### config.mk
export PLATFORM = sky130hd
export DESIGN_NAME = tmw_timer
export DESIGN_NICKNAME = d
export VERILOG_FILES = /design/src/hw/tmw_pkg.sv /design/src/hw/tmw_timer.sv
export SDC_FILE = /design/constraint.sdc
export NUM_CORES = 1
export LEC_CHECK = 0
export BUFFER_PORTS_ARGS = -buffer_cell sky130_fd_sc_hd__buf_2
export CAP_MARGIN = 0
export CORE_MARGIN = 2
export CORE_UTILIZATION = 55
export CTS_CLUSTER_SIZE = 25
export DETAILED_ROUTE_END_ITERATION = 8
export PLACE_DENSITY_LB_ADDON = 0.15
export SETUP_SLACK_MARGIN = 0.05
export SKIP_LAST_GASP = 1
export SLEW_MARGIN = 20
export SYNTH_ARGS = -nofsm -noshare
export SYNTH_HDL_FRONTEND = slang
export SYNTH_SLANG_ARGS = --single-unit
### constraint.sdc
create_clock -name pclk -period 2.7 [get_ports pclk]
set_input_delay 0.27 -clock pclk [delete_from_list [all_inputs] [get_ports pclk]]
set_output_delay 0.27 -clock pclk [all_outputs]
set_load 0.05 [all_outputs]
### src/hw/tmw_pkg.sv
// Package for the 8-bit timer with waveform generator.
// Assumes a single pclk domain; used by tmw_timer.
package tmw_pkg;
  // Register byte offsets
  localparam logic [7:0] ADDR_CONTROL = 8'h00;
  localparam logic [7:0] ADDR_COUNTER = 8'h04;
  localparam logic [7:0] ADDR_COMPARE = 8'h08;
  localparam logic [7:0] ADDR_STATUS  = 8'h0C;
  // Control field positions
  localparam int BIT_FORCE  = 7;
  localparam int BIT_WGM0   = 6;
  localparam int BIT_COM1   = 5;
  localparam int BIT_COM0   = 4;
  localparam int BIT_WGM1   = 3;
  localparam int BIT_CS_HI  = 2;
  // Status bit positions
  localparam int BIT_OVF    = 0;
  localparam int BIT_CMP    = 1;
  // Reset values and limits
  localparam logic [7:0] CONTROL_RESET = 8'h00;
  localparam logic [7:0] CNT_BOTTOM    = 8'h00;
  localparam logic [7:0] CNT_MAX       = 8'hFF;
  localparam logic [7:0] CNT_ONE       = 8'h01;
  localparam logic [9:0] PRE_ZERO      = 10'h000;
  // Prescale masks: tick when low bits of prescaler are all ones
  localparam logic [9:0] PRE_M8    = 10'h007;
  localparam logic [9:0] PRE_M32   = 10'h01F;
  localparam logic [9:0] PRE_M64   = 10'h03F;
  localparam logic [9:0] PRE_M128  = 10'h07F;
  localparam logic [9:0] PRE_M256  = 10'h0FF;
  localparam logic [9:0] PRE_M1024 = 10'h3FF;
  localparam logic [9:0] PRE_ONE   = 10'h001;

  typedef enum logic [1:0] {
    TMW_NORMAL = 2'h0,
    TMW_PHASE  = 2'h1,
    TMW_CTC    = 2'h2,
    TMW_FAST   = 2'h3
  } tmw_mode_t;

  typedef enum logic [2:0] {
    TMW_CS_STOP = 3'h0,
    TMW_CS_1    = 3'h1,
    TMW_CS_8    = 3'h2,
    TMW_CS_32   = 3'h3,
    TMW_CS_64   = 3'h4,
    TMW_CS_128  = 3'h5,
    TMW_CS_256  = 3'h6,
    TMW_CS_1024 = 3'h7
  } tmw_cs_t;

  // Direction of the dual-slope count, one-hot
  typedef enum logic [1:0] {
    TMW_UP   = 2'b01,
    TMW_DOWN = 2'b10
  } tmw_dir_t;

  typedef struct packed {
    logic [7:0] control;
    logic [7:0] counter;
    logic [7:0] compare;
    logic [7:0] compare_buf;
    logic       overflow_flag;
    logic       compare_flag;
    logic       pin_level;
    logic       block_match;
    logic [9:0] prescaler;
    tmw_dir_t   dir;
    logic [31:0] prdata;
  } tmw_state_t;
endpackage : tmw_pkg

### src/hw/tmw_timer.sv
// 8-bit timer/counter with waveform generator behind an APB slave.
// Assumes APB master on pclk; compare pin drives an external load via port logic.
// Operation
// - Mode 1 counts up then down, continuously
// - Dual-slope code 10: clear up, set down
// - Dual-slope code 11: set up, clear down
// - Code 00 disconnects generator from pin
// - Counter holds maximum one tick, then reverses
// - Dual-slope overflow flag sets at zero
// - Dual-slope period spans 510 ticks
// - Top is 0xFF, or compare in CLEAR_ON_COMPARE_MODE
// - Compare buffered until top in PWM
// - Compare zero/maximum gives constant level (code gives a one-tick pulse each period in fast PWM when compare is zero)
// - Level at maximum equals up-match result (code gives down-match level when compare is maximum)
// - Missed up-match still changes output
// - Compare equals top: act at top
// - Fast PWM: 10 clear/set, 11 inverse
// - Non-PWM: 01 toggle, 10 clear, 11 set
// - Force strobe applies action in non-PWM
// - Force sets no flag, no clear
// - Force strobe reads back zero
// - Nonzero output mode overrides port function, except code 01 in PWM modes
// - Clock select stops, passes, or prescales
// - Timer tick is a clock enable
// - Output mode change acts at next match
// - Counter write blocks next tick's match
//
// The APB register port and the placing of the registers were left to the implementer.
`timescale 1ns/1ps
module tmw_timer (
  input  wire logic        pclk,
  input  wire logic        presetn,
  input  wire logic        clk_en,
  input  wire logic        psel,
  input  wire logic        penable,
  input  wire logic        pwrite,
  input  wire logic [7:0]  paddr,
  input  wire logic [31:0] pwdata,
  output logic      [31:0] prdata,
  output logic             pready,
  output logic             pslverr,
  input  wire logic        port_level,
  output logic             compare_output_pin,
  output logic             pin_override,
  output logic             overflow_flag,
  output logic             compare_flag
);
  import tmw_pkg::*;

  tmw_state_t st;
  tmw_state_t next_st;
  tmw_mode_t  mode;
  tmw_cs_t    cs;
  logic [1:0] com;
  logic       is_pwm;
  logic       tick;
  logic [7:0] top;
  logic       match;
  logic       wr;
  logic       rd;
  logic       mapped;
  logic [7:0] cmp_eff;

  // Field decode from control register
  assign mode   = tmw_mode_t'({st.control[BIT_WGM1], st.control[BIT_WGM0]});
  assign cs     = tmw_cs_t'(st.control[BIT_CS_HI:0]);
  assign com    = {st.control[BIT_COM1], st.control[BIT_COM0]};
  assign is_pwm = (mode == TMW_PHASE) || (mode == TMW_FAST);
  assign cmp_eff = st.compare_buf;
  assign top    = (mode == TMW_CTC) ? cmp_eff : CNT_MAX;
  assign match  = (st.counter == cmp_eff) && !st.block_match;

  // APB decode; zero wait states
  assign wr     = psel && penable && pwrite;
  assign rd     = psel && !penable && !pwrite;
  assign mapped = (paddr == ADDR_CONTROL) || (paddr == ADDR_COUNTER) ||
                  (paddr == ADDR_COMPARE) || (paddr == ADDR_STATUS);
  assign pready  = 1'b1;
  assign pslverr = psel && penable && !mapped;
  assign prdata  = st.prdata;

  // Outputs
  assign pin_override       = (com != 2'b00) && !(is_pwm && com == 2'b01);
  assign compare_output_pin = pin_override ? st.pin_level : port_level;
  assign overflow_flag      = st.overflow_flag;
  assign compare_flag       = st.compare_flag;

  // Tick generation from prescaler
  always_comb begin
    case (cs)
      TMW_CS_STOP: tick = 1'b0;
      TMW_CS_1:    tick = 1'b1;
      TMW_CS_8:    tick = (st.prescaler & PRE_M8) == PRE_M8;
      TMW_CS_32:   tick = (st.prescaler & PRE_M32) == PRE_M32;
      TMW_CS_64:   tick = (st.prescaler & PRE_M64) == PRE_M64;
      TMW_CS_128:  tick = (st.prescaler & PRE_M128) == PRE_M128;
      TMW_CS_256:  tick = (st.prescaler & PRE_M256) == PRE_M256;
      TMW_CS_1024: tick = (st.prescaler & PRE_M1024) == PRE_M1024;
      default:     tick = 1'b0;
    endcase
  end

  // Next-state logic: counter, waveform, flags, registers
  always_comb begin
    next_st = st;
    next_st.prescaler = st.prescaler + PRE_ONE;
    // Write one clears the flags; a hardware set below in the same cycle wins
    if (wr && paddr == ADDR_STATUS) begin
      if (pwdata[BIT_OVF])
        next_st.overflow_flag = 1'b0;
      if (pwdata[BIT_CMP])
        next_st.compare_flag = 1'b0;
    end
    if (tick) begin
      next_st.block_match = 1'b0;
      case (mode)
        TMW_PHASE: begin
          // 0..FF..0, FF held one tick, 510-tick period
          if (st.dir == TMW_UP) begin
            if (st.counter == CNT_MAX) begin
              next_st.dir     = TMW_DOWN;
              next_st.counter = st.counter - CNT_ONE;
            end else begin
              next_st.counter = st.counter + CNT_ONE;
            end
          end else begin
            if (st.counter == CNT_BOTTOM) begin
              next_st.dir     = TMW_UP;
              next_st.counter = st.counter + CNT_ONE;
            end else begin
              next_st.counter = st.counter - CNT_ONE;
            end
          end
          if (st.counter == CNT_ONE && st.dir == TMW_DOWN)
            next_st.overflow_flag = 1'b1;
          if (match)
            next_st.compare_flag = 1'b1;
          if (com[1]) begin
            if (st.counter == CNT_MAX) begin
              // Level at top equals up-match result; compare maximum holds down-match level
              next_st.pin_level = (cmp_eff == CNT_MAX) ? ~com[0] : com[0];
            end else if (st.counter == CNT_BOTTOM) begin
              // Down-match level at bottom; compare zero holds up-match level
              next_st.pin_level = (cmp_eff == CNT_BOTTOM) ? com[0] : ~com[0];
            end else if (match) begin
              next_st.pin_level = (st.dir == TMW_UP) ? com[0] : ~com[0];
            end
          end
          if (st.counter == CNT_MAX)
            next_st.compare_buf = st.compare;
        end
        TMW_FAST: begin
          if (st.counter == CNT_MAX) begin
            next_st.counter       = CNT_BOTTOM;
            next_st.overflow_flag = 1'b1;
            next_st.compare_buf   = st.compare;
            if (com[1])
              next_st.pin_level = ~com[0];
          end else begin
            next_st.counter = st.counter + CNT_ONE;
          end
          if (match)
            next_st.compare_flag = 1'b1;
          if (com[1] && match && cmp_eff != CNT_MAX)
            next_st.pin_level = com[0];
        end
        default: begin
          // Normal and CLEAR_ON_COMPARE_MODE count up to top
          if (st.counter == top && mode == TMW_CTC) begin
            next_st.counter = CNT_BOTTOM;
          end else begin
            next_st.counter = st.counter + CNT_ONE;
          end
          if (st.counter == CNT_MAX)
            next_st.overflow_flag = 1'b1;
          if (match) begin
            next_st.compare_flag = 1'b1;
            case (com)
              2'b01:   next_st.pin_level = ~st.pin_level;
              2'b10:   next_st.pin_level = 1'b0;
              2'b11:   next_st.pin_level = 1'b1;
              default: next_st.pin_level = st.pin_level;
            endcase
          end
        end
      endcase
    end
    // Non-PWM compare writes act at once
    if (!is_pwm)
      next_st.compare_buf = st.compare;
    // Register writes
    if (wr) begin
      case (paddr)
        ADDR_CONTROL: begin
          next_st.control = pwdata[7:0] & ~(8'h01 << BIT_FORCE);
          if (pwdata[BIT_FORCE] &&
              !(pwdata[BIT_WGM0])) begin
            case ({pwdata[BIT_COM1], pwdata[BIT_COM0]})
              2'b01:   next_st.pin_level = ~st.pin_level;
              2'b10:   next_st.pin_level = 1'b0;
              2'b11:   next_st.pin_level = 1'b1;
              default: next_st.pin_level = st.pin_level;
            endcase
          end
        end
        ADDR_COUNTER: begin
          next_st.counter     = pwdata[7:0];
          next_st.block_match = 1'b1;
        end
        ADDR_COMPARE: next_st.compare = pwdata[7:0];
        ADDR_STATUS: ; // Flags cleared before the tick logic
        default: ;
      endcase
    end
    // Read data captured in setup phase
    if (rd) begin
      case (paddr)
        ADDR_CONTROL: next_st.prdata = {24'h000000, st.control};
        ADDR_COUNTER: next_st.prdata = {24'h000000, st.counter};
        ADDR_COMPARE: next_st.prdata = {24'h000000, st.compare};
        ADDR_STATUS:  next_st.prdata = {30'h00000000, st.compare_flag, st.overflow_flag};
        default:      next_st.prdata = 32'h00000000;
      endcase
    end
  end

  // State register with clock enable
  always_ff @(posedge pclk or negedge presetn) begin
    if (!presetn) begin
      st <= '{control: CONTROL_RESET, counter: CNT_BOTTOM, compare: CNT_BOTTOM,
              compare_buf: CNT_BOTTOM, overflow_flag: 1'b0, compare_flag: 1'b0,
              pin_level: 1'b0, block_match: 1'b0, prescaler: PRE_ZERO,
              dir: TMW_UP, prdata: 32'h00000000};
    end else if (clk_en) begin
      st <= next_st;
    end
  end
endmodule : tmw_timer

# Word level (Yosys, flattened, before mapping)
# Index checks and enable logic that the tools add are counted.
# totals
wordCells,137
out_inout_bits,38
in_bits,47
regBits,79
# op_classes
n_reduce_logical,36
muxes,46
add_sub_neg,3
eq_ne,39
n_bitwise,2
# ops
operator,n
8-bit two-way mux,11
8-bit one-hot mux with 2 select lines,2
8-bit one-hot mux with 4 select lines,1
"8-bit == test, second input constant",3
8-bit zero test,3
1-bit two-way mux,19
"8-bit by 4-bit == test with 1-bit output, second input constant",2
8-bit == test,2
16-bit two-way mux,1
"3-bit == test, second input constant",5
"2-bit == test, second input constant",7
1-bit logical AND,14
12-bit two-way mux,1
2-bit two-way mux,6
"10-bit by 1-bit adder with 10-bit output, second input constant",1
"10-bit == test, second input constant",1
5-bit AND reduction,2
9-bit two-way mux,1
"8-bit by 1-bit adder with 8-bit output, second input constant",1
"2-bit by 1-bit == test with 1-bit output, second input constant",4
"8-bit by 1-bit == test with 1-bit output, second input constant",1
"8-bit by 3-bit == test with 1-bit output, second input constant",1
"8-bit inequality test, second input constant",1
1-bit one-hot mux with 8 select lines,1
19 further kinds,35

# Longest topological paths before layout
# Gate-level depths: netlist of run 1.
# logic_depth
depth_word,11
ltp_mapped,10
mapped_depth_nobuf,9

# Worst setup path after synthesis of run 1
# No wires, ideal clock.
# synth_path
path_type,reg2reg
from,register st[34] (netlist bit)
to,register st (netlist bit cmp_eff[0])
arrival_ns,2.093
setup_slack_ns,0.480
period_less_slack_ns,2.220
path_stages_with_launch,11
setup_ns,0.128
n_path_buf,1
required_ns,2.572
path_cell_list,dfrtp_1 -> ha_1 -> and3_1 -> ha_1 -> inv_1 -> a311oi_1 -> a31o_2 -> a21oi_1 -> nand2b_1 -> buf_2 -> mux2_1
# synth_between
elab_chain_cells,4
word_cells_on_any_way,9
classes_between,7 x eq/ne; 1 x mux; 1 x reduce/logical
# synth_lines
item,line_no,source
"start, declared",tmw_timer.sv:50,tmw_state_t st;
"start signal, assigned",tmw_timer.sv:230,"st <= '{control: CONTROL_RESET, counter: CNT_BOTTOM, compare: CNT_BOTTOM,"
"start signal, assigned",tmw_timer.sv:235,st <= next_st;
10-bit == test (tied with other cells),tmw_timer.sv:98,TMW_CS_1024: tick = (st.prescaler & PRE_M1024) == PRE_M1024;
1-bit one-hot mux with 8 select lines (*),tmw_timer.sv:90,case (cs)
2-bit by 1-bit inequality test with 1-bit output (no source line) (*),--,
5-bit AND reduction (no source line) (*),--,
# Every way passes the cells marked *; elsewhere a longest branch is shown, timed or not.
# A chain may end at the register's enable or synchronous reset.

# Final worst setup path of run 1
# layout_path
from,register st[34] (netlist bit)
to,register st (netlist bit cmp_eff[5])
# Same word-level chain as after synthesis.

==> metrics.txt, run 1 <==
# TYPE chip_impl_metric gauge
chip_impl_info{name="status",value="completed"} 1
chip_impl_metric{name="tightestPinTransition",unit="ps"} 541
chip_impl_metric{name="number_of_buffers_inserted_by_port_buffering",unit=""} 35
chip_impl_metric{name="crit_path_max_incr_delay",unit="ps"} 420
chip_impl_info{name="rsz0062_at_grt",value="false"} 1
chip_impl_metric{name="antenna_viol_nets_final",unit=""} 0
chip_impl_metric{name="grt_pass1_wl",unit="um"} 13600
chip_impl_metric{name="wl_met2",unit="um"} 4040
chip_impl_metric{name="place_area",unit="um2"} 3750
chip_impl_info{name="critical_path.endpoint_type",value="register"} 1
chip_impl_metric{name="firstDrtPassIters",unit=""} 4
chip_impl_metric{name="report.final.slew_viol_count",unit=""} 0
chip_impl_metric{name="drv.max_cap_violation_count",unit=""} 0
chip_impl_metric{name="largest_net_degree_at_the_start_of_global_routing",unit=""} 25
chip_impl_metric{name="synthesized_netlist_cell_count",unit=""} 381
chip_impl_metric{name="rrSetupSlack",unit="ps"} 280
chip_impl_metric{name="cts_buffer_depth",unit=""} 2
chip_impl_metric{name="dieWidth",unit="um"} 85.7
chip_impl_metric{name="yosysUniqueCellTypes",unit=""} 67
chip_impl_metric{name="dp.cells",unit=""} 473
chip_impl_info{name="min_path_type",value="in2reg"} 1
chip_impl_metric{name="ir_drop",unit="mV"} 0.361
chip_impl_metric{name="period_share",unit="%"} 89.5
chip_impl_metric{name="final_net_count",unit=""} 459
chip_impl_metric{name="hold_violations",unit=""} 0
chip_impl_info{name="critical-path-top-delay-family",value="compound AO/OA/AOI/OAI gates"} 1
chip_impl_metric{name="multi_input_comb_area",unit="um2"} 2000
chip_impl_metric{name="vias",unit=""} 2801
chip_impl_metric{name="grt_antenna_before_repair",unit=""} 0
chip_impl_info{name="type_of_origin_of_the_critical_path",value="register"} 1
chip_impl_info{name="crit_chain",value="ha_1 -> and3_1 -> ha_1 -> inv_1 -> a311oi_1 -> a31o_2 -> a21oi_1 -> nand2b_2 -> mux2_1"} 1
chip_impl_metric{name="die-height",unit="um"} 85.7
chip_impl_metric{name="initial_core_utilization",unit="%"} 57.5
chip_impl_metric{name="finish.cell_count_without_fillers",unit=""} 482
chip_impl_metric{name="crit_buf_inv",unit=""} 1
chip_impl_metric{name="finalInstanceArea",unit="um2"} 3850
chip_impl_metric{name="cts_num_sinks",unit=""} 55
chip_impl_info{name="timing.critical_path.mode_cell",value="sky130_fd_sc_hd__ha_1"} 1
chip_impl_metric{name="power_density",unit="nW/um2"} 507
chip_impl_metric{name="cts_made_buffers",unit=""} 5
chip_impl_metric{name="num_antenna_cells",unit=""} 0
chip_impl_metric{name="worst-endpoint-arrival",unit="ps"} 2610
chip_impl_info{name="clockRootBuffer",value="sky130_fd_sc_hd__clkbuf_8"} 1
chip_impl_metric{name="routed_wire_length_per_instance",unit="um"} 17.1
chip_impl_metric{name="grt-ovfl-total",unit=""} 0
chip_impl_metric{name="skew",unit="ps"} 9.29
chip_impl_metric{name="layout-drive-gt1-share",unit="%"} 18.3
chip_impl_metric{name="worstPathMaxFanout",unit=""} 8
chip_impl_metric{name="worst_skew_pair.late_latency",unit="ps"} 310
chip_impl_metric{name="rows",unit=""} 29
chip_impl_metric{name="wl",unit="um"} 8240
chip_impl_metric{name="detailedRoute.firstIterationViolations",unit=""} 219
chip_impl_info{name="cts_tree",value="done"} 1
chip_impl_metric{name="detail_route.drc_violations",unit=""} 0
chip_impl_metric{name="fin_tns_setup",unit="ps"} 0
chip_impl_metric{name="area_overhead_vs_synth",unit="%"} 4.87
chip_impl_metric{name="hpwl",unit="um"} 6230
chip_impl_metric{name="io-pin-count",unit=""} 85
chip_impl_metric{name="synth_enable_flop_cells",unit=""} 0
chip_impl_metric{name="filler_cell_count",unit=""} 558
chip_impl_info{name="cp_slowest_cell",value="sky130_fd_sc_hd__dfrtp_1"} 1
chip_impl_metric{name="die_area",unit="um2"} 7350
chip_impl_info{name="setup.worst_path.class",value="reg2reg"} 1
chip_impl_metric{name="syn-mean-instance-area",unit="um2"} 9.64
chip_impl_metric{name="vias_in_the_first_global_route",unit=""} 2733
chip_impl_metric{name="wire_length_on_met1",unit="um"} 3730
chip_impl_metric{name="cts.clk_slew.worst_paths",unit="ps"} 110
chip_impl_metric{name="synth_async_sr_flop_share",unit="%"} 100
chip_impl_metric{name="routed_vias_inst",unit=""} 5.81
chip_impl_metric{name="fmax",unit="GHz"} 0.414
chip_impl_info{name="postSynth.topFlopCell",value="sky130_fd_sc_hd__dfrtp_1"} 1
chip_impl_metric{name="post-route-min-period",unit="ps"} 2420
chip_impl_metric{name="detailroute.wirelength.met3",unit="um"} 357
chip_impl_metric{name="cts.repair_timing.setup_buffer_count",unit=""} 0
chip_impl_metric{name="leakagePower",unit="nW"} 1.84
chip_impl_metric{name="timing.slew.headroom",unit="%"} 63.7
chip_impl_metric{name="total_routing_usage_gr",unit="%"} 23.4
chip_impl_metric{name="final-setup-viol-count",unit=""} 0
chip_impl_metric{name="place.gp.congestion",unit=""} 0.972
chip_impl_metric{name="cts.htree.levels",unit=""} 2
chip_impl_metric{name="synth.ff_latch_count",unit=""} 55
chip_impl_metric{name="total_area_of_sequential_cells",unit="um2"} 1380
chip_impl_metric{name="synth_seq_area_share",unit="%"} 37.5
chip_impl_metric{name="core",unit="um2"} 6390
chip_impl_info{name="routed.top_layer",value="met4"} 1
chip_impl_metric{name="synthesis.yosys.warnings",unit=""} 0
chip_impl_metric{name="worst-endpoint-required",unit="ps"} 2890
chip_impl_metric{name="syn_area",unit="um2"} 3670
==> cell usage after synthesis (5+ instances only) <==
cell type	number	area (um2)
sky130_fd_sc_hd__a21oi_1	12	60.1
sky130_fd_sc_hd__mux2_1	22	248
sky130_fd_sc_hd__nand3_1	13	65.1
sky130_fd_sc_hd__o22ai_1	8	50.1
sky130_fd_sc_hd__nand2_1	25	93.8
sky130_fd_sc_hd__xor2_1	9	78.8
sky130_fd_sc_hd__mux2i_1	7	70.1
sky130_fd_sc_hd__o21ai_0	13	65.1
sky130_fd_sc_hd__ha_1	8	100
sky130_fd_sc_hd__nand4_1	10	62.6
sky130_fd_sc_hd__buf_4	36	270
sky130_fd_sc_hd__xnor2_1	18	158
sky130_fd_sc_hd__nor2_1	26	97.6
sky130_fd_sc_hd__buf_2	7	35.0
sky130_fd_sc_hd__clkbuf_1	7	26.3
sky130_fd_sc_hd__nor3_1	6	30.0
sky130_fd_sc_hd__and3_1	7	43.8
sky130_fd_sc_hd__mux2_2	5	56.3
sky130_fd_sc_hd__dfrtp_1	54	1350
sky130_fd_sc_hd__inv_1	10	37.5
sky130_fd_sc_hd__nor2b_1	6	37.5
==> cells in the final DEF, fill, tap and decap left out, types with 9 or more instances in the layout <==
cell	count
sky130_fd_sc_hd__conb_1	25
sky130_fd_sc_hd__a21oi_1	12
sky130_fd_sc_hd__o21ai_0	13
sky130_fd_sc_hd__buf_4	9
sky130_fd_sc_hd__nand4_1	10
sky130_fd_sc_hd__nand2_1	25
sky130_fd_sc_hd__inv_1	10
sky130_fd_sc_hd__nand3_1	13
sky130_fd_sc_hd__nor2_1	26
sky130_fd_sc_hd__xnor2_1	18
sky130_fd_sc_hd__buf_2	35
sky130_fd_sc_hd__mux2_1	22
sky130_fd_sc_hd__dfrtp_1	54
sky130_fd_sc_hd__xor2_1	9
==> sequential cells by signal (all words and copies together), names as in the netlist <==
name / cells
cmp_eff: 8
st: 30
overflow_flag: 1
com: 2
cs: 3
prdata: 8
compare_flag: 1
mode: 2
==> timing repair <==
action,4_1_cts,5_1_grt
hold buffers,1,0
endpoints found under the setup margin,0,3
endpoints found under the hold margin,12,0
resized for setup,0,1
==> final cells by class <==
| class | instances | area share [%] |
|---|---|---|
| clock inverters | 3 | 0.487 |
| multi-input cells | 287 | 51.9 |
| well taps | 77 | 2.50 |
| clock buffers | 5 | 1.79 |
| inverters | 10 | 0.975 |
| repair buffers | 45 | 6.56 |
| flip-flops and latches | 55 | 35.8 |
==> metal layers <==
metal	track usage, %	vias up
met5	0	-
met4	7.07	0
met3	3.27	8
met2	38.2	65
met1	32.4	1372
li1	-	1356
==> path summary, 6_finish.rpt <==
check | start | endpoint | cells past startpoint
hold reg to reg | prdata[6] | prdata[6] | 2
min in group asynchronous | presetn | prdata[7] | 2
hold / removal | pwdata[3] | st[59] | 2
max in group asynchronous | presetn | st[32] | 3
setup / recovery | st[34] | cmp_eff[5] | 9
setup reg to reg | st[34] | cmp_eff[5] | 9
==> logic make-up after synthesis <==
group / Yosys count / share of synthesized area, %
multiplexers: 36 / 11.4
buffers and inverters: 62 / 10.5
AND/OR/NAND/NOR: 122 / 18.4
adder cells (fa/ha/maj): 8 / 2.73
flip-flops: 55 / 37.5
XOR/XNOR: 27 / 6.44
AO/OA/AOI/OAI: 69 / 12.8
other: 2 / 0.205
==> report_power, final <==
part           total [mW]  internal [mW]  leakage, nW  switching [mW]
clock network       0.460          0.184       0.0483           0.276
registers            1.01          0.894        0.733           0.112
logic               0.486          0.191         1.05           0.296
total                1.95           1.27         1.84           0.684
==> metrics by stage <==
| stage | worst slack, ps | utilization, % | hold WS, ps | power [mW] |
|---|---|---|---|---|
| floorplan | 480 | - | -25.6 | 1.39 |
| global placement | 277 | 58.7 | 181 | 1.48 |
| detailed placement | 244 | 58.7 | 186 | 1.51 |
| CTS | 217 | 60.3 | 225 | 1.96 |
| global route | 108 | 60.3 | 240 | 2.05 |
| finish | 285 | 60.3 | 234 | 1.95 |
No activity file was read; power rests on OpenSTA's default activity.
==> inputs of run 2 (changes only) <==
--- a/config.mk
+++ b/config.mk
@@ -8,7 +8,7 @@
 export BUFFER_PORTS_ARGS = -buffer_cell sky130_fd_sc_hd__buf_2
 export CAP_MARGIN = 0
 export CORE_MARGIN = 2
-export CORE_UTILIZATION = 55
+export CORE_UTILIZATION = 38
 export CTS_CLUSTER_SIZE = 25
 export DETAILED_ROUTE_END_ITERATION = 8
 export PLACE_DENSITY_LB_ADDON = 0.15
==> metrics.txt, run 2 (same netlist as run 1, synthesis figures left out) <==
# TYPE chip_impl_metric gauge
chip_impl_metric{name="ir_drop",unit="mV"} 0.363
chip_impl_metric{name="vias",unit=""} 2820
chip_impl_info{name="critical_path.endpoint_type",value="register"} 1
chip_impl_metric{name="io-pin-count",unit=""} 85
chip_impl_info{name="type_of_origin_of_the_critical_path",value="register"} 1
chip_impl_metric{name="postCtsHoldBufs",unit=""} 0
chip_impl_metric{name="grt_antenna_before_repair",unit=""} 0
chip_impl_metric{name="dp.cells",unit=""} 527
chip_impl_metric{name="timing.hold.ws",unit="ps"} 70.0
chip_impl_metric{name="cts.htree.levels",unit=""} 2
chip_impl_metric{name="core",unit="um2"} 9330
chip_impl_info{name="setup.worst_path.class",value="reg2reg"} 1
chip_impl_metric{name="finalInstanceArea",unit="um2"} 3960
chip_impl_metric{name="worst_skew_pair.late_latency",unit="ps"} 320
chip_impl_metric{name="worst-endpoint-arrival",unit="ps"} 2630
chip_impl_metric{name="final_core_util",unit="%"} 42.4
chip_impl_metric{name="num_antenna_cells",unit=""} 0
chip_impl_metric{name="place_area",unit="um2"} 3830
chip_impl_metric{name="firstDrtPassIters",unit=""} 5
chip_impl_metric{name="total_routing_usage_gr",unit="%"} 18.2
chip_impl_metric{name="cts_num_sinks",unit=""} 55
chip_impl_info{name="max_flop_register",value="st"} 1
chip_impl_info{name="cts_tree",value="done"} 1
chip_impl_metric{name="place.gp.congestion",unit=""} 0.881
chip_impl_metric{name="vias_in_the_first_global_route",unit=""} 2659
chip_impl_metric{name="tightestPinTransition",unit="ps"} 728
chip_impl_metric{name="leakagePower",unit="nW"} 1.85
chip_impl_metric{name="post-route-min-period",unit="ps"} 2420
chip_impl_metric{name="crit_path_max_incr_delay",unit="ps"} 420
chip_impl_metric{name="largest_register_ff_count",unit=""} 30
chip_impl_metric{name="period_share",unit="%"} 89.5
chip_impl_metric{name="cts_buffer_depth",unit=""} 2
chip_impl_metric{name="detail_route.drc_violations",unit=""} 0
chip_impl_info{name="timing.critical_path.mode_cell",value="sky130_fd_sc_hd__ha_1"} 1
chip_impl_metric{name="report.final.slew_viol_count",unit=""} 0
chip_impl_info{name="cp_slowest_cell",value="sky130_fd_sc_hd__a311oi_1"} 1
chip_impl_info{name="min_path_type",value="in2async"} 1
chip_impl_metric{name="worstPathMaxFanout",unit=""} 8
chip_impl_metric{name="die-height",unit="um"} 102
chip_impl_metric{name="fin_tns_setup",unit="ps"} 0
chip_impl_metric{name="area_overhead_vs_synth",unit="%"} 7.70
chip_impl_metric{name="detailedRoute.firstIterationViolations",unit=""} 120
chip_impl_metric{name="initial_core_utilization",unit="%"} 39.4
chip_impl_metric{name="final_net_count",unit=""} 460
chip_impl_info{name="layout_common_cells",value="sky130_fd_sc_hd__dfrtp_1 (54), sky130_fd_sc_hd__buf_2 (35), sky130_fd_sc_hd__nor2_1 (26)"} 1
chip_impl_metric{name="antenna_viol_nets_final",unit=""} 0
chip_impl_info{name="worst_setup_path_startpoint",value="st[34]"} 1
chip_impl_metric{name="wl",unit="um"} 8990
chip_impl_metric{name="final-setup-viol-count",unit=""} 0
chip_impl_metric{name="rows",unit=""} 35
chip_impl_metric{name="timing.slew.headroom",unit="%"} 51.4
chip_impl_metric{name="power_density",unit="nW/um2"} 526
chip_impl_metric{name="skew",unit="ps"} 7.59
chip_impl_info{name="timing.rr.start",value="st[34]"} 1
chip_impl_metric{name="die_area",unit="um2"} 10500
chip_impl_metric{name="hold_violations",unit=""} 0
chip_impl_metric{name="finish.cell_count_without_fillers",unit=""} 535
chip_impl_metric{name="grt-ovfl-total",unit=""} 0
chip_impl_metric{name="cts.repair.resized",unit=""} 0
chip_impl_metric{name="cts_made_buffers",unit=""} 5
chip_impl_metric{name="number_of_buffers_inserted_by_port_buffering",unit=""} 35
chip_impl_metric{name="cts.repair_timing.setup_buffer_count",unit=""} 0
chip_impl_info{name="rsz0062_at_grt",value="false"} 1
chip_impl_metric{name="grt_pass1_wl",unit="um"} 14500
chip_impl_metric{name="dieWidth",unit="um"} 102
chip_impl_metric{name="cts.clk_slew.worst_paths",unit="ps"} 110
chip_impl_metric{name="routed_vias_inst",unit=""} 5.27
chip_impl_metric{name="worst-endpoint-required",unit="ps"} 2910
chip_impl_info{name="clockRootBuffer",value="sky130_fd_sc_hd__clkbuf_8"} 1
chip_impl_metric{name="largest_net_degree_at_the_start_of_global_routing",unit=""} 56
chip_impl_metric{name="layout-drive-gt1-share",unit="%"} 19.0
chip_impl_metric{name="routed_wire_length_per_instance",unit="um"} 16.8
chip_impl_metric{name="drv.max_cap_violation_count",unit=""} 0
chip_impl_info{name="crit_chain",value="ha_1 -> and3_1 -> ha_1 -> inv_1 -> a311oi_1 -> a31o_2 -> a21oi_1 -> nand2b_2 -> mux2_1"} 1
chip_impl_info{name="status",value="completed"} 1
chip_impl_metric{name="fmax",unit="GHz"} 0.414
chip_impl_info{name="layout_commonest_cell",value="sky130_fd_sc_hd__dfrtp_1"} 1
chip_impl_metric{name="hpwl",unit="um"} 6630
==> run 2: cell type report <==
class / instances / area [um2]
fill: 930 / 5370
multi-input combinational: 287 / 2010
sequential: 55 / 1380
timing repair buffer: 46 / 258
tap: 129 / 161
clock buffer: 5 / 68.8
clock inverter: 3 / 46.3
inverter: 10 / 37.5
==> run 2: final timing paths <==
| check | endpoint | slack [ps] | cells past startpoint |
|---|---|---|---|
| setup reg to reg | cmp_eff[6] | 280 | 9 |
| hold / removal | st[36] | 70 | 2 |
| setup / recovery | cmp_eff[6] | 280 | 9 |
| hold reg to reg | st[43] | 480 | 1 |
| max in group asynchronous | st[67] | 2150 | 2 |
| min in group pclk | st[59] | 200 | 2 |
==> run 2: routing by layer <==
layer / vias to the layer above / global-route usage, % / wire length [um]
met5: - / 0 / 0
met4: 0 / 3.69 / 90
met3: 9 / 3.28 / 435
met2: 69 / 28.3 / 4160
met1: 1391 / 26.5 / 4310
li1: 1351 / - / -
==> run 2: power by group <==
part	internal [mW]	switching [mW]	total, mW
Clock	0.280	0.303	0.583
Sequential	0.894	0.109	1.00
Combinational	0.193	0.300	0.493
Total	1.37	0.712	2.08
==> run 2: critical path: cells and delay by family (launching register included) <==
family,cells,cell delay [ps]
simple gates,2,500
buf+inv,1,40
mux,1,370
compound gates,3,660
fa+ha+maj,2,330
flops,1,410
==> run 2: stage by stage <==
step | worst slack [ps] | total power [mW]
2_1_floorplan | 480 | 1.39
3_3_place_gp | 257 | 1.50
3_5_place_dp | 218 | 1.51
4_1_cts | 184 | 2.09
5_1_grt | 94.8 | 2.19
6_report | 283 | 2.08
==> inputs of run 3 (changes only) <==
--- a/config.mk
+++ b/config.mk
@@ -7,8 +7,10 @@
 export LEC_CHECK = 0
 export BUFFER_PORTS_ARGS = -buffer_cell sky130_fd_sc_hd__buf_2
 export CAP_MARGIN = 0
+export CELL_PAD_IN_SITES_DETAIL_PLACEMENT = 1
+export CELL_PAD_IN_SITES_GLOBAL_PLACEMENT = 2
 export CORE_MARGIN = 2
-export CORE_UTILIZATION = 38
+export CORE_UTILIZATION = 33
 export CTS_CLUSTER_SIZE = 25
 export DETAILED_ROUTE_END_ITERATION = 8
 export PLACE_DENSITY_LB_ADDON = 0.15
==> metrics.txt, run 3 (same netlist as run 1, synthesis figures left out) <==
# TYPE chip_impl_metric gauge
chip_impl_info{name="status",value="completed"} 1
chip_impl_metric{name="hold_violations",unit=""} 0
chip_impl_metric{name="worst-endpoint-arrival",unit="ps"} 2560
chip_impl_info{name="timing.critical_path.mode_cell",value="sky130_fd_sc_hd__ha_1"} 1
chip_impl_info{name="cts_tree",value="done"} 1
chip_impl_metric{name="drv.max_cap_violation_count",unit=""} 0
chip_impl_metric{name="hpwl",unit="um"} 7640
chip_impl_info{name="layout_commonest_cell",value="sky130_fd_sc_hd__dfrtp_1"} 1
chip_impl_metric{name="vias",unit=""} 2874
chip_impl_metric{name="ir_drop",unit="mV"} 0.244
chip_impl_metric{name="crit_path_max_incr_delay",unit="ps"} 420
chip_impl_metric{name="final-setup-viol-count",unit=""} 0
chip_impl_info{name="crit_chain",value="ha_1 -> and3_1 -> ha_1 -> inv_1 -> a311oi_2 -> a31o_2 -> buf_4 -> nand3_2 -> a221oi_1 -> nor3_1"} 1
chip_impl_metric{name="p_total",unit="mW"} 2.03
chip_impl_metric{name="rows",unit=""} 38
chip_impl_metric{name="timing.slew.headroom",unit="%"} 56.5
chip_impl_metric{name="vias_in_the_first_global_route",unit=""} 2934
chip_impl_metric{name="layout-drive-gt1-share",unit="%"} 18.9
chip_impl_info{name="critical_path.endpoint_type",value="register"} 1
chip_impl_metric{name="wl",unit="um"} 10300
chip_impl_metric{name="tightestPinTransition",unit="ps"} 652
chip_impl_metric{name="total_routing_usage_gr",unit="%"} 18.3
chip_impl_info{name="critical-path-top-delay-family",value="compound AO/OA/AOI/OAI gates"} 1
chip_impl_metric{name="worstPathMaxFanout",unit=""} 8
chip_impl_metric{name="fin_tns_setup",unit="ps"} 0
chip_impl_metric{name="area_overhead_vs_synth",unit="%"} 8.18
chip_impl_info{name="clockRootBuffer",value="sky130_fd_sc_hd__clkbuf_8"} 1
chip_impl_metric{name="cts.clk_slew.worst_paths",unit="ps"} 120
chip_impl_metric{name="grt_antenna_before_repair",unit=""} 0
chip_impl_metric{name="die_area",unit="um2"} 12000
chip_impl_metric{name="place.gp.congestion",unit=""} 0.781
chip_impl_info{name="timing.rr.start",value="st[34]"} 1
chip_impl_metric{name="detailedPlace.worstSlack",unit="ps"} 163
chip_impl_metric{name="crit_buf_inv",unit=""} 2
chip_impl_metric{name="final_net_count",unit=""} 461
chip_impl_metric{name="routed_vias_inst",unit=""} 5.25
chip_impl_metric{name="core",unit="um2"} 10800
chip_impl_metric{name="timing.hold.ws",unit="ps"} 212
chip_impl_info{name="worst_hold_path.endpoint",value="st[58]"} 1
chip_impl_metric{name="detailedRoute.firstIterationViolations",unit=""} 101
chip_impl_metric{name="fmax",unit="GHz"} 0.427
chip_impl_info{name="max_flop_register",value="st"} 1
chip_impl_metric{name="cts_made_buffers",unit=""} 5
chip_impl_metric{name="grt-ovfl-total",unit=""} 0
chip_impl_metric{name="worst-path-stages",unit=""} 10
chip_impl_metric{name="cts_buffer_depth",unit=""} 2
chip_impl_info{name="layout_common_cells",value="sky130_fd_sc_hd__dfrtp_1 (54), sky130_fd_sc_hd__buf_2 (35), sky130_fd_sc_hd__nor2_1 (26)"} 1
chip_impl_metric{name="rrSetupSlack",unit="ps"} 360
chip_impl_metric{name="reg2regPathDepth",unit=""} 10
chip_impl_metric{name="antenna_viol_nets_final",unit=""} 0
chip_impl_metric{name="largest_register_ff_count",unit=""} 30
chip_impl_metric{name="skew",unit="ps"} 14.2
chip_impl_info{name="rsz0062_at_grt",value="false"} 1
chip_impl_metric{name="report.final.slew_viol_count",unit=""} 0
chip_impl_metric{name="routed_wire_length_per_instance",unit="um"} 18.8
chip_impl_metric{name="post-route-min-period",unit="ps"} 2340
chip_impl_metric{name="cts.htree.levels",unit=""} 2
chip_impl_metric{name="die-height",unit="um"} 109
chip_impl_info{name="hp-start",value="pwdata[2]"} 1
chip_impl_metric{name="leakagePower",unit="nW"} 1.85
chip_impl_metric{name="io-pin-count",unit=""} 85
chip_impl_metric{name="power_density",unit="nW/um2"} 511
chip_impl_metric{name="largest_net_degree_at_the_start_of_global_routing",unit=""} 31
chip_impl_metric{name="cts_num_sinks",unit=""} 55
chip_impl_info{name="cp_slowest_cell",value="sky130_fd_sc_hd__dfrtp_1"} 1
chip_impl_metric{name="worst_skew_pair.late_latency",unit="ps"} 330
chip_impl_metric{name="period_share",unit="%"} 86.8
chip_impl_metric{name="firstDrtPassIters",unit=""} 4
chip_impl_metric{name="number_of_buffers_inserted_by_port_buffering",unit=""} 35
chip_impl_metric{name="num_antenna_cells",unit=""} 0
chip_impl_metric{name="grt_pass1_wl",unit="um"} 16500
chip_impl_info{name="setup.worst_path.class",value="reg2reg"} 1
chip_impl_metric{name="cell_count_of_the_worst_hold_path",unit=""} 2
chip_impl_metric{name="detail_route.drc_violations",unit=""} 0
chip_impl_metric{name="initial_core_utilization",unit="%"} 33.9
chip_impl_info{name="min_path_type",value="in2reg"} 1
chip_impl_info{name="type_of_origin_of_the_critical_path",value="register"} 1
chip_impl_info{name="worst_r2r_endpoint",value="st[68]"} 1
chip_impl_metric{name="worst-endpoint-required",unit="ps"} 2920
chip_impl_metric{name="dieWidth",unit="um"} 109
chip_impl_metric{name="final.setup.worst_slack",unit="ps"} 356
## run 3: cell types whose count changed in the layout (fill, tap and decap cells not counted)
cell                            change
sky130_fd_sc_hd__bufinv_16          -1
sky130_fd_sc_hd__buf_4              -1
sky130_fd_sc_hd__dlygate4sd3_1      +1
sky130_fd_sc_hd__a311oi_2           +1
sky130_fd_sc_hd__buf_12             +1
sky130_fd_sc_hd__clkinv_4           +1
sky130_fd_sc_hd__a221oi_2           -1
sky130_fd_sc_hd__inv_6              -1
sky130_fd_sc_hd__inv_8              +1
sky130_fd_sc_hd__a311oi_1           -1
sky130_fd_sc_hd__a221oi_1           +1
## run 3: routing by layer
layer / up-vias / GRT usage, % / share of wire [%]
met2: 53 / 30.0 / 48
met4: 0 / 3.89 / 1.1
li1: 1363 / - / -
met3: 10 / 2.31 / 3.1
met1: 1448 / 25.9 / 48
met5: - / 0 / 0
## run 3: power breakdown
part	internal (mW)	switching, mW
clock	0.192	0.327
sequential	0.894	0.115
combinational	0.196	0.306
## run 3: final cells by class
class                           instances  area [um2]
Sequential cell                        55        1380
Multi-Input combinational cell        287        2010
Inverter                               10        37.5
Clock buffer                            5        68.8
Fill cell                            1258        6870
Clock inverter                          3        27.5
Tap cell                              140         175
Timing Repair Buffer                   47         280
## run 3: worst max path at each step
stage | slack (ps) | start | endpoint
detailed placement | 160 | st[34] | cmp_eff[5]
global route | 90 | st[34] | st[69]
finish | 360 | st[34] | st[68]
global placement | 230 | st[34] | cmp_eff[3]
floorplan | 480 | st[34] | cmp_eff[0]
CTS | 150 | st[34] | cmp_eff[1]
## run 3: per-stage QoR
step,area (um2),utilization (%),instances
final,3970,36.6,547
after global routing,3970,36.6,547
after CTS,3960,36.6,547
after detailed placement,3860,35.6,538
after global placement,3860,35.6,538
after floorplan,3760,-,404
## run 3: timing repair
action	in CTS	in global routing
setup endpoints to repair	0	13
setup buffers	0	0
gates resized for setup	0	2
hold endpoints to repair	24	0
hold buffers	1	0
